File: src/hdl/drv_mode_pkg.sv
package drv_mode_pkg;
   // ----------------------------------------
   // Timing
   // ----------------------------------------
   localparam int unsigned CLK_MHZ = 250;
   localparam int unsigned STANDBY_ENTRY_DELAY_US = 8;
   localparam int unsigned STANDBY_ENTRY_CYCLES = STANDBY_ENTRY_DELAY_US * CLK_MHZ;
   localparam int unsigned FRAME_GAP_TIME_US = 5;
   localparam int unsigned FRAME_GAP_CYCLES = FRAME_GAP_TIME_US * CLK_MHZ;
   localparam int unsigned SETTLE_CYCLES = 4;
   // ----------------------------------------
   // Reset values
   // ----------------------------------------
   localparam logic RST_FLAG_RESET = 1'b0;
   localparam logic [7:0] CFG_RESET = 8'h00;
   typedef enum logic [1:0] {
      ST_OFF = 2'b00,
      ST_INIT = 2'b01,
      ST_NORMAL = 2'b10,
      ST_SLEEP = 2'b11
   } mode_t;
endpackage

File: src/hdl/driver_mode_reset_control.sv
`timescale 1ns/1ps
`default_nettype none
module driver_mode_reset_control (
   input wire logic i_core_clk,
   input wire logic i_nrst,
   input wire logic i_logic_supply_ok,
   input wire logic i_load_supply_ok,
   input wire logic i_en,
   input wire logic i_frame_sel_n,
   input wire logic i_cfg_we,
   input wire logic [7:0] i_cfg_wdata,
   input wire logic i_flag_set,
   input wire logic i_sdo_data,
   output logic o_normal_mode,
   output logic o_charge_pump_en,
   output logic o_outputs_en,
   output logic o_standby,
   output logic o_regs_clear,
   output logic o_serial_enable,
   output logic [7:0] o_cfg,
   output logic o_reset_indication_flag,
   output logic o_frame_gap_err,
   output logic o_sdo,
   output logic o_sdo_oe
);
   // ----------------------------------------
   // Input synchronisers
   // ----------------------------------------
   logic vdd_ok, vs_ok, en_s, sel_n_s;
   sync2 u_sync_vdd (.i_core_clk(i_core_clk), .i_nrst(i_nrst), .i_async(i_logic_supply_ok),
      .o_sync(vdd_ok));
   sync2 u_sync_vs (.i_core_clk(i_core_clk), .i_nrst(i_nrst), .i_async(i_load_supply_ok),
      .o_sync(vs_ok));
   // Synchroniser resets low, so enable reads as sleep until two clocks after reset
   sync2 u_sync_en (.i_core_clk(i_core_clk), .i_nrst(i_nrst), .i_async(i_en),
      .o_sync(en_s));
   logic sel_raw_s;
   sync2 u_sync_sel (.i_core_clk(i_core_clk), .i_nrst(i_nrst), .i_async(i_frame_sel_n),
      .o_sync(sel_raw_s));
   assign sel_n_s = sel_raw_s;

   // ----------------------------------------
   // Mode state machine
   // ----------------------------------------
   drv_mode_pkg::mode_t state_q, state_d;
   logic [11:0] cnt_q;
   logic en_q;
   always_ff @(posedge i_core_clk or negedge i_nrst) begin
      if (!i_nrst) begin
         en_q <= 1'b0;
      end else begin
         en_q <= en_s;
      end
   end
   always_comb begin
      state_d = state_q;
      case (state_q)
         drv_mode_pkg::ST_OFF: begin
            if (vdd_ok) begin
               state_d = drv_mode_pkg::ST_INIT;
            end
         end
         drv_mode_pkg::ST_INIT: begin
            if (!vdd_ok) begin
               state_d = drv_mode_pkg::ST_OFF;
            end else if (cnt_q == 12'(drv_mode_pkg::SETTLE_CYCLES - 1)) begin
               state_d = en_s ? drv_mode_pkg::ST_NORMAL : drv_mode_pkg::ST_SLEEP;
            end
         end
         drv_mode_pkg::ST_NORMAL: begin
            if (!vdd_ok) begin
               state_d = drv_mode_pkg::ST_OFF;
            end else if (!en_s) begin
               state_d = drv_mode_pkg::ST_SLEEP;
            end
         end
         drv_mode_pkg::ST_SLEEP: begin
            if (!vdd_ok) begin
               state_d = drv_mode_pkg::ST_OFF;
            end else if (en_s) begin
               state_d = drv_mode_pkg::ST_NORMAL;
            end
         end
         default: state_d = drv_mode_pkg::ST_OFF;
      endcase
   end

   always_ff @(posedge i_core_clk or negedge i_nrst) begin
      if (!i_nrst) begin
         state_q <= drv_mode_pkg::ST_OFF;
      end else begin
         state_q <= state_d;
      end
   end

   always_ff @(posedge i_core_clk or negedge i_nrst) begin
      if (!i_nrst) begin
         cnt_q <= 12'h000;
      end else if (state_q != state_d) begin
         cnt_q <= 12'h000;
      end else if (cnt_q != 12'hFFF) begin
         cnt_q <= cnt_q + 12'h001;
      end
   end

   // ----------------------------------------
   // Mode outputs
   // ----------------------------------------
   // Load supply gates only the drive stage; stored state is never touched by it
   always_ff @(posedge i_core_clk or negedge i_nrst) begin
      if (!i_nrst) begin
         o_normal_mode <= 1'b0;
         o_charge_pump_en <= 1'b0;
         o_outputs_en <= 1'b0;
         o_serial_enable <= 1'b0;
         o_regs_clear <= 1'b1;
      end else begin
         o_normal_mode <= (state_d == drv_mode_pkg::ST_NORMAL);
         o_charge_pump_en <= (state_d == drv_mode_pkg::ST_NORMAL);
         o_outputs_en <= (state_d == drv_mode_pkg::ST_NORMAL) && vs_ok;
         o_serial_enable <= (state_d == drv_mode_pkg::ST_NORMAL) ||
            (state_d == drv_mode_pkg::ST_SLEEP);
         o_regs_clear <= (state_d != drv_mode_pkg::ST_NORMAL);
      end
   end

   // Standby asserts on the same edge as sleep entry, far inside the 8 us limit
   always_ff @(posedge i_core_clk or negedge i_nrst) begin
      if (!i_nrst) begin
         o_standby <= 1'b1;
      end else begin
         o_standby <= (state_d == drv_mode_pkg::ST_SLEEP) ||
            (state_d == drv_mode_pkg::ST_OFF);
      end
   end

   // ----------------------------------------
   // Configuration storage
   // ----------------------------------------
   always_ff @(posedge i_core_clk or negedge i_nrst) begin
      if (!i_nrst) begin
         o_cfg <= drv_mode_pkg::CFG_RESET;
      end else if (state_d != drv_mode_pkg::ST_NORMAL) begin
         o_cfg <= drv_mode_pkg::CFG_RESET;
      end else if (i_cfg_we && !sel_n_s) begin
         o_cfg <= i_cfg_wdata;
      end
   end

   // ----------------------------------------
   // Reset indication flag
   // ----------------------------------------
   // Reads 0 after any reset; a later set from the host wins only once back in normal mode
   always_ff @(posedge i_core_clk or negedge i_nrst) begin
      if (!i_nrst) begin
         o_reset_indication_flag <= drv_mode_pkg::RST_FLAG_RESET;
      end else if (state_q != drv_mode_pkg::ST_NORMAL) begin
         o_reset_indication_flag <= drv_mode_pkg::RST_FLAG_RESET;
      end else if (i_flag_set) begin
         o_reset_indication_flag <= 1'b1;
      end
   end

   // ----------------------------------------
   // Frame gap monitor and serial output
   // ----------------------------------------
   logic [11:0] gap_q;
   logic sel_n_q;
   always_ff @(posedge i_core_clk or negedge i_nrst) begin
      if (!i_nrst) begin
         sel_n_q <= 1'b1;
         gap_q <= 12'hFFF;
         o_frame_gap_err <= 1'b0;
      end else begin
         sel_n_q <= sel_n_s;
         if (sel_n_s && !sel_n_q) begin
            gap_q <= 12'h000;
         end else if (sel_n_s && gap_q != 12'hFFF) begin
            gap_q <= gap_q + 12'h001;
         end
         // Diagnostic only: the host owns this spacing
         o_frame_gap_err <= !sel_n_s && sel_n_q &&
            (gap_q < 12'(drv_mode_pkg::FRAME_GAP_CYCLES));
      end
   end

   always_ff @(posedge i_core_clk or negedge i_nrst) begin
      if (!i_nrst) begin
         o_sdo <= 1'b0;
         o_sdo_oe <= 1'b0;
      end else begin
         o_sdo_oe <= !sel_n_s && vdd_ok;
         o_sdo <= i_sdo_data;
      end
   end
endmodule
`default_nettype wire

File: src/hdl/sync2.sv
`timescale 1ns/1ps
`default_nettype none
module sync2 (
   input wire logic i_core_clk,
   input wire logic i_nrst,
   input wire logic i_async,
   output logic o_sync
);
   logic meta_q;
   always_ff @(posedge i_core_clk or negedge i_nrst) begin
      if (!i_nrst) begin
         meta_q <= 1'b0;
         o_sync <= 1'b0;
      end else begin
         meta_q <= i_async;
         o_sync <= meta_q;
      end
   end
endmodule
`default_nettype wire

File: config.mk
export PLATFORM = sky130hd
export DESIGN_NAME = driver_mode_reset_control
export DESIGN_NICKNAME = d
export VERILOG_FILES = /design/src/hdl/drv_mode_pkg.sv /design/src/hdl/driver_mode_reset_control.sv /design/src/hdl/sync2.sv
export SDC_FILE = /design/constraint.sdc
export NUM_CORES = 1
export LEC_CHECK = 0
export BUFFER_PORTS_ARGS = -buffer_cell sky130_fd_sc_hd__buf_4
export CORE_MARGIN = 4
export CORE_UTILIZATION = 28
export DETAILED_ROUTE_END_ITERATION = 6
export SLEW_MARGIN = 20
export SYNTH_ARGS = -nofsm -noshare
export SYNTH_HDL_FRONTEND = slang
export SYNTH_SLANG_ARGS = --single-unit
File: constraint.sdc
create_clock -name i_core_clk -period 1.8 [get_ports i_core_clk]
set_input_delay 0.36 -clock i_core_clk [delete_from_list [all_inputs] [get_ports i_core_clk]]
set_output_delay 0.36 -clock i_core_clk [all_outputs]
set_load 0.005 [all_outputs]
---- After elaboration in Yosys (flattened, before gate mapping) ----
Index checks and enable logic that the tools add are counted.
word-level totals
  register bits ........................... 52
  input port bits ......................... 17
  output and inout port bits .............. 18
  logic and storage cells ................. 70
cells by class
  add/sub/neg operators ................... 2
  $lt $le $gt $ge ......................... 1
  equality and inequality tests ........... 11
  mux-type cells .......................... 17
  reductions and logical operators ........ 17
operator list
  cell                                                                    count
  12-bit 2-to-1 mux                                                       4
  12-bit by 1-bit adder with 12-bit output, second input constant         2
  12-bit inequality test, second input constant                           2
  8-bit 2-to-1 mux                                                        2
  2-bit 2-to-1 mux                                                        7
  12-bit by 2-bit == test with 1-bit output, second input constant        1
  12-bit by 11-bit < comparator with 1-bit output, second input constant  1
  2-bit == test, second input constant                                    4
  2-bit case mux with 4 select lines                                      1
  2-bit nonzero test                                                      4
  1-bit logical AND                                                       7
  2-bit logical NOT                                                       2
  2-bit inequality test, second input constant                            2
  1-bit 2-to-1 mux                                                        3
  2-bit by 1-bit == test with 1-bit output, second input constant         1
  1-bit logical NOT                                                       2
  1-bit logical OR                                                        2
  2-bit inequality test                                                   1

---- Logic depth before layout (Yosys ltp) ----
Gate-level depths: netlist (run 1).
  depth in word-level cells ............... 6
  mapped depth ............................ 7
  mapped depth without buffers ............ 7

---- Hierarchy ----
A second synthesis (run 1) with hierarchy kept.
second synthesis, totals
  cells, all modules ...................... 212
  area, all modules ....................... 2,393.5 um2
modules (own cells, without submodules)
  module                     instances  cells each  area an instance (um2)  sequential area each (um2)
  driver_mode_reset_control  1          204         2,193.4                 1,119.8
  sync2                      4          2           50.0                    50.0

---- Worst setup path before layout (run 1) ----
No wires, ideal clock.
  kind .................................... reg-to-reg
  from .................................... register cnt_q[0]
  to ...................................... register o_serial_enable
  library setup time ...................... 0.127 ns
  arrival ................................. 1.839 ns
  data required time ...................... 1.673 ns
  slack ................................... -0.166 ns
  cell stages (with the launch flop) ...... 8
  path buffers ............................ 0
  clock period less this slack ............ 1.966 ns
  cell sequence ........................... dfrtp_1 -> ha_1 -> nor4b_1 -> a31oi_1 -> o21ai_0 -> inv_1 -> ha_1 -> or2_2
between the ends
  cells in the longest elaborated chain, start to end .. 6
  elaborated cells between the ends (all ways) .. 7
  those cells by class .................... eq/ne (3); mux (3); reduce/logical (1)
RTL lines
  element                                        line                                                                text
  from (decl)                                    driver_mode_reset_control.sv:46                                     logic [11:0] cnt_q;
  from (signal assigned)                         driver_mode_reset_control.sv:102                                    cnt_q <= cnt_q + 12'h001;
  12-bit by 2-bit == test with 1-bit output (*)  driver_mode_reset_control.sv:66                                     end else if (cnt_q == 12'(drv_mode_pkg::SETTLE_CYCLES - 1)) begin
  2-bit 2-to-1 mux (*)                           driver_mode_reset_control.sv:66
  2-bit 2-to-1 mux (*)                           driver_mode_reset_control.sv:64                                     if (!vdd_ok) begin
  2-bit case mux with 4 select lines (*)         driver_mode_reset_control.sv:57                                     case (state_q)
  named net state_d[0]                           driver_mode_reset_control.sv:45                                     drv_mode_pkg::mode_t state_q, state_d;
  2-bit == test, on equally long branches        driver_mode_reset_control.sv:121, driver_mode_reset_control.sv:122
  1-bit logical OR (*)                           driver_mode_reset_control.sv:121                                    o_serial_enable <= (state_d == drv_mode_pkg::ST_NORMAL) ||
  to (signal assigned)                           driver_mode_reset_control.sv:121
  to (decl)                                      driver_mode_reset_control.sv:19                                     output logic o_serial_enable,
The timed path passes the listed nets; every way through them passes the cells marked *.
A chain may end at the register's enable or synchronous reset.

---- Final worst setup path (run 1) ----
  from .................................... register gap_q[0]
  to ...................................... register gap_q[10]
between the ends
  cells in the longest elaborated chain, start to end .. 3
  elaborated cells between the ends (all ways) .. 6
  those cells by class .................... add/sub (1); eq/ne (1); mux (2); reduce/logical (2)
RTL lines
  element                                                                                    line                                                                text
  from (decl)                                                                                driver_mode_reset_control.sv:167                                    logic [11:0] gap_q;
  from (signal assigned)                                                                     driver_mode_reset_control.sv:179                                    gap_q <= gap_q + 12'h001;
  12-bit by 1-bit adder with 12-bit output / 12-bit inequality test (equally long branches)  driver_mode_reset_control.sv:179, driver_mode_reset_control.sv:178
  12-bit 2-to-1 mux / 1-bit logical AND (equally long branches)                              driver_mode_reset_control.sv:178                                    end else if (sel_n_s && gap_q != 12'hFFF) begin
  12-bit 2-to-1 mux / 2-bit nonzero test (equally long branches)                             --
Parallel ways exist; a longest one is shown, timed or not. The select of a mux whose other input is x is not followed.

==> results of run 1 <==
==> cell usage after synthesis, types with 2 or more instances <==
cell type,count,area (um2)
a31oi_1,3,18.8
buf_2,2,10.0
inv_1,8,30.0
nor2b_1,2,12.5
and2_1,2,12.5
nand2_1,15,56.3
or4_1,3,22.5
and4_1,3,26.3
a21oi_1,8,40.0
dfstp_2,15,394
o211ai_1,2,15.0
and3_1,7,43.8
o31ai_1,2,15.0
o41ai_1,3,26.3
xnor2_1,2,17.5
nor4b_1,2,17.5
nand4_1,7,43.8
o311ai_0,3,26.3
a311oi_1,2,17.5
ha_1,5,62.6
nand3_1,6,30.0
a211oi_1,2,15.0
o21ai_0,6,30.0
clkbuf_1,3,11.3
nor3_1,14,70.1
mux2i_1,10,100
nor2_1,27,101
nor4_1,2,12.5
clkbuf_2,2,10.0
dfrtp_1,37,926
==> what timing repair did <==
item,CTS,global route
endpoints found under the setup margin,11,13
endpoints found under the hold margin,0,0
resized for setup,9,5
pin swaps,3,5
setup buffers,3,2
==> kinds of logic after synthesis <==
logic type      share of synthesized area
fa+ha+maj                          0.0266
buf+inv                            0.0309
xor+xnor                           0.0112
compound gates                      0.106
flops                               0.562
simple gates                        0.221
mux                                0.0426
==> flip-flops by register name, summed over array words and instances (netlist names), 2 cells and up <==
register	count
cnt_q	12
gap_q	12
o_cfg	8
state_q	2
==> worst max path at each step <==
stage	end	cells after the start
floorplan	o_serial_enable$_DFF_PN0_	7
global placement	o_serial_enable$_DFF_PN0_	7
detailed placement	o_cfg[7]$_DFFE_PN0P_	7
CTS	gap_q[10]$_DFFE_PN1P_	5
global route	gap_q[10]$_DFFE_PN1P_	5
finish	gap_q[10]$_DFFE_PN1P_	5
==> layer usage <==
metal	up-vias	routed length, um
li1	930	-
met4	0	35
met5	-	0
met3	4	144
met2	26	2560
met1	920	2330
==> worst max-delay path, stage by stage, from the launching register on <==
cell     delay [ns]
dfstp_2        0.60
ha_4           0.17
and4_2         0.23
nand3_1        0.13
or4_1          0.48
nand2_1        0.08
==> where the power goes <==
part	switching, W	total (W)	internal (W)
Sequential	0.0000554	0.00130	0.00125
Clock	0.000417	0.000703	0.000286
Combinational	0.000197	0.000441	0.000244
==> cell type report <==
type                    instances  area share
inverters                       9      0.0118
clock buffers                   5      0.0223
clock inverters                 3     0.00892
flip-flops and latches         52       0.428
repair buffers                 63       0.153
well taps                     105      0.0426
multi-input cells             151       0.333
==> through the flow <==
| step | instance area (um2) | hold slack (ns) | std cells |
|---|---|---|---|
| after floorplan | 2350 | 0.0644 | 220 |
| after global placement | 2880 | 0.335 | 375 |
| after detailed placement | 2880 | 0.339 | 375 |
| after CTS | 3040 | 0.101 | 386 |
| after global routing | 3080 | 0.127 | 388 |
| final | 3080 | 0.0679 | 388 |
==> qor.csv, run 1 <==
stage;metric;value;unit
run_status;outcome;finished, final reports clean;
global_route;grtUsageMet1;0.136;
critical_path;cp-start-kind;flip-flop;
final_layout;num_antenna_cells;0;
power_and_ir_drop;leakage;1.38;nW
yosys;ys.flop_type;dfrtp_1;
yosys;synth_area_per_cell;10.7;um2
global_route;track_usage;0.109;
global_route;grtUsageMet2;0.189;
clock_tree;clkLatencyLatePin;0.31;ns
global_route;grt_pass1_vias;1941;
final_layout;multiInputGateArea;0.00103;mm2
yosys;synth_seq_cells;52;
power_and_ir_drop;p_total;0.00245;W
floorplanning;row_count;33;
sta;min_period;1.74;ns
critical_path;r2r-start;gap_q[0]$_DFFE_PN1P_;
routing;drc;0;
final_layout;final_cell_mix;buf_4 (63), dfrtp_1 (37), nor2_1 (26);
floorplanning;coreArea;0.00818;mm2
floorplanning;dieWidth;99.6;um
sta;skew;0.00758;ns
power_and_ir_drop;peakVddDrop;472;uV
routing;dr.pass1.iters;4;
final_layout;syn_to_final_growth;31.3;%
final_layout;nets;304;
final_layout;ff_latch_area;0.00132;mm2
routing;wirelength;5.07;mm
routing;num_vias;1880;
clock_tree;hold_buffers;0;
final_layout;layout-drive-gt1-share;0.353;
global_route;antenna_found_initial;0;
routing;ant_nets;0;
yosys;synthArstFlopShare;1.00;
yosys;yosysUniqueCellTypes;45;
critical_path;critPathLaunch;gap_q[0]$_DFFE_PN1P_;
placement;dp_hpwl;3.64;mm
critical_path;setup.worst_path.class;reg -> reg;
clock_tree;cts_root_buf;clkbuf_8;
clock_tree;cts.sinks;52;
yosys;yosys_warnings;0;
critical_path;arrival;2.00;ns
global_route;busiest_layer;met2;
sta;fmax;0.575;GHz
yosys;ys_seq_area_frac;0.562;
critical_path;worstSetupEndpointType;flip-flop;
global_route;grt_max_degree;53;
sta;fin_crit_sh;0.966;
final_layout;layout_commonest_cell;buf_4;
yosys;syn-cell-area;0.00235;mm2
final_layout;final_util;0.377;
clock_tree;cts_tree;done;
clock_tree;cts_max_path_buffers;2;
critical_path;r2r_setup_slack;0.06;ns
clock_tree;h-tree-depth;2;
power_and_ir_drop;power_per_cell_area;794;mW/mm2
routing;drtIter0Drc;59;
flow_run;drv_cap;0;
routing;post_drt_wl_per_cell;13.1;um
sta;setup_viol;0;
sta;grt_setup_unrepaired;yes;
worst_hold_path;hold_class;in -> async;
yosys;synth_edf_count;0;
global_route;grt_overflow_total;0;
clock_tree;clkTransAtPathRegs;0.10;ns
floorplanning;die_h;99.6;um
yosys;postSynthNetCount;242;
sta;worst_slew_pin_slew;0.649;ns
final_layout;num-fill-cells;817;
critical_path;worstPathRequired;2.06;ns
global_route;grt_first_pass_wirelength;8.86;mm
floorplanning;initial_core_util;0.287;
placement;gp_congestion;0.810;
floorplanning;dieArea;0.00992;mm2
placement;io_buffers;34;
placement;post-place-ws;-0.137;ns
sta;fin_setup_tns;0;ns
floorplanning;ios;35;
clock_tree;numCtsBuffers;5;
critical_path;reg2reg_depth;5;
sta;final_hold_viol_count;0;
sta;fin_ws;0.0611;ns
global_route;use_met3;0.0266;
sta;max_slew_margin;0.567;
sta;final_max_slew_viol_count;0;
routing;vias_per_cell;4.85;
yosys;netlist_instances;220;
critical_path;path_max_fanout;5;
critical_path;worstReg2RegEnd;gap_q[10]$_DFFE_PN1P_;
(Power assumes the default switching activity.)
==> inputs of run 2 (changes only) <==
CAP_MARGIN = 30   (was not set)
SLEW_MARGIN = not set   (was 20)
clock period = 2.2 ns   (was 1.8 ns; I/O delays follow)
==> run 2 against run 1 <==
  * Non-clock buffer count fell by 22
  * Total power fell by 22%
  * Critical path depth rose by 2
  * Largest cell class unchanged
==> qor.csv, run 2 (synthesis gave the netlist of run 1 again) <==
stage;metric;value;unit;change
global_route;grt_pass1_vias;1695;;was 1941
final_layout;num_antenna_cells;0;;unchanged
critical_path;critPathSlowestCell;dfrtp_1;;was dfstp_2
floorplanning;dieArea;0.00992;mm2;unchanged
floorplanning;die_h;99.6;um;unchanged
sta;grt_setup_unrepaired;no;;was yes
floorplanning;dieWidth;99.6;um;unchanged
global_route;busiest_layer;met2;;unchanged
run_status;outcome;finished, final reports clean;;unchanged
critical_path;worstReg2RegEnd;o_serial_enable$_DFF_PN0_;;was gap_q[10]$_DFFE_PN1P_
final_layout;num-fill-cells;846;;was 817
power_and_ir_drop;power_per_cell_area;668;mW/mm2;was 794 mW/mm2
clock_tree;cts_tree;done;;unchanged
placement;io_buffers;34;;unchanged
critical_path;path_max_fanout;6;;was 5
clock_tree;cts_max_path_buffers;2;;unchanged
critical_path;critPathLaunch;cnt_q[9]$_DFFE_PN0P_;;was gap_q[0]$_DFFE_PN1P_
routing;wirelength;4.74;mm;was 5.07 mm
routing;ant_nets;0;;unchanged
routing;num_vias;1775;;was 1880
floorplanning;initial_core_util;0.287;;unchanged
global_route;grtUsageMet2;0.155;;was 0.189
sta;setup_viol;0;;unchanged
critical_path;r2r_setup_slack;0.23;ns;was 0.06 ns
clock_tree;hold_buffers;0;;unchanged
clock_tree;cts_setup_buffers;0;;was 3
clock_tree;clkLatencyLatePin;0.31;ns;about the same
critical_path;cpPeakStageDelay;0.43;ns;was 0.60 ns
worst_hold_path;hold_class;in -> async;;unchanged
critical_path;worstSetupEndpointType;flip-flop;;unchanged
global_route;use_met3;0.0224;;was 0.0266
final_layout;layout_commonest_cell;buf_4;;unchanged
clock_tree;clkTransAtPathRegs;0.11;ns;was 0.10 ns
global_route;track_usage;0.0982;;was 0.109
final_layout;postLayoutCellArea;0.00286;mm2;was 0.00308 mm2
sta;max_slew_margin;0.568;;was 0.567
critical_path;r2r-start;cnt_q[9]$_DFFE_PN0P_;;was gap_q[0]$_DFFE_PN1P_
global_route;grt_first_pass_wirelength;8.00;mm;was 8.86 mm
global_route;grt_max_degree;53;;unchanged
clock_tree;h-tree-depth;2;;unchanged
sta;timing.hold.ws;0.133;ns;was 0.0679 ns
sta;worst_slew_pin_slew;0.648;ns;was 0.649 ns
floorplanning;ios;35;;unchanged
placement;placed_area;0.00275;mm2;was 0.00288 mm2
sta;final_max_slew_viol_count;0;;unchanged
routing;post_drt_wl_per_cell;12.9;um;was 13.1 um
critical_path;reg2reg_depth;7;;was 5
global_route;grt_overflow_total;0;;unchanged
final_layout;syn_to_final_growth;21.7;%;was 31.3%
clock_tree;cts_root_buf;clkbuf_8;;unchanged
sta;final_hold_viol_count;0;;unchanged
final_layout;largestRegisters;cnt_q x12, gap_q x12, o_cfg x8;;unchanged
sta;min_period;1.97;ns;was 1.74 ns
power_and_ir_drop;peakVddDrop;316;uV;was 472 uV
routing;drc;0;;unchanged
clock_tree;cts.sinks;52;;unchanged
sta;fin_setup_tns;0;ns;unchanged
final_layout;nets;282;;was 304
power_and_ir_drop;leakage;1.27;nW;was 1.38 nW
placement;dp_hpwl;3.45;mm;was 3.64 mm
clock_tree;numCtsBuffers;5;;unchanged
clock_tree;postCtsResizedCells;0;;was 9
sta;skew;0.0151;ns;was 0.00758 ns
sta;fin_crit_sh;0.897;;was 0.966
placement;gp_congestion;0.826;;was 0.810
global_route;antenna_found_initial;0;;unchanged
final_layout;layout-drive-gt1-share;0.272;;was 0.353
critical_path;worstPathRequired;2.40;ns;was 2.06 ns
final_layout;final_cell_mix;buf_4 (41), dfrtp_1 (37), nor2_1 (27);;was buf_4 (63), dfrtp_1 (37), nor2_1 (26)
floorplanning;coreArea;0.00818;mm2;unchanged
global_route;grtUsageMet1;0.130;;was 0.136
flow_run;drv_cap;0;;unchanged
floorplanning;row_count;33;;unchanged
critical_path;arrival;2.18;ns;was 2.00 ns
critical_path;setup.worst_path.class;reg -> reg;;unchanged
critical_path;cp-start-kind;flip-flop;;unchanged
routing;dr.pass1.iters;4;;unchanged
critical_path;crit_chain;nor4_1, buf_4, a31oi_1, o21ai_1, inv_1, ha_1, or2_2;;was ha_4, and4_2, nand3_1, or4_1, nand2_1
sta;fmax;0.507;GHz;was 0.575 GHz
routing;drtIter0Drc;55;;was 59
routing;vias_per_cell;4.85;;about the same
run 2: changes by cell type in the layout (fill, tap and decap cells not counted), moves of 2 or more:
cell | before | now
buf_4 | 63 | 41
ha_1 | 2 | 5
ha_2 | 2 | 0
inv_6 | 0 | 2
nor4b_2 | 0 | 2
nor4b_4 | 2 | 0
run 2: worst max path at each step:
stage                                     end  slack (ns)
floorplan           o_serial_enable$_DFF_PN0_        0.23
detailed placement  o_serial_enable$_DFF_PN0_        0.05
finish              o_serial_enable$_DFF_PN0_        0.23
global route             o_cfg[7]$_DFFE_PN0P_        0.05
global placement    o_serial_enable$_DFF_PN0_        0.17
CTS                 o_serial_enable$_DFF_PN0_        0.03
run 2: report_power, final:
part,internal [W],total (W),switching [W]
registers,0.00102,0.00107,0.0000457
clock network,0.000241,0.000594,0.000353
logic,0.000119,0.000248,0.000129
run 2: metrics by stage:
| step | utilization | setup slack [ns] | power, W | cells |
|---|---|---|---|---|
| after global routing | 0.350 | 0.0479 | 0.00200 | 366 |
| after global placement | 0.336 | 0.175 | 0.00133 | 358 |
| after CTS | 0.348 | 0.0338 | 0.00194 | 366 |
| after floorplan | - | 0.234 | 0.00121 | 220 |
| final | 0.350 | 0.226 | 0.00191 | 366 |
| after detailed placement | 0.336 | 0.0547 | 0.00133 | 358 |
run 2: routing by layer:
layer	routed length [um]	part of all wire
met1	2190	0.46
met2	2290	0.48
met3	189	0.040
met4	65	0.014
met5	0	0
run 2: cell type report:
type                    count  area, um2  area share
multi-input cells         151        968       0.339
clock buffers               5       68.8      0.0241
clock inverters             3       28.8      0.0101
well taps                 105        131      0.0460
inverters                   9       33.8      0.0118
flip-flops and latches     52       1320       0.462
repair buffers             41        308       0.108
run 2: worst max-delay path: cells and delay by family (launching register included):
family / cells / cell delay [ns]
and+or+nand+nor: 2 / 0.60
DFF: 1 / 0.43
AOI/OAI and AO/OA: 2 / 0.36
buffers and inverters: 2 / 0.27
adders and majority gates: 1 / 0.20
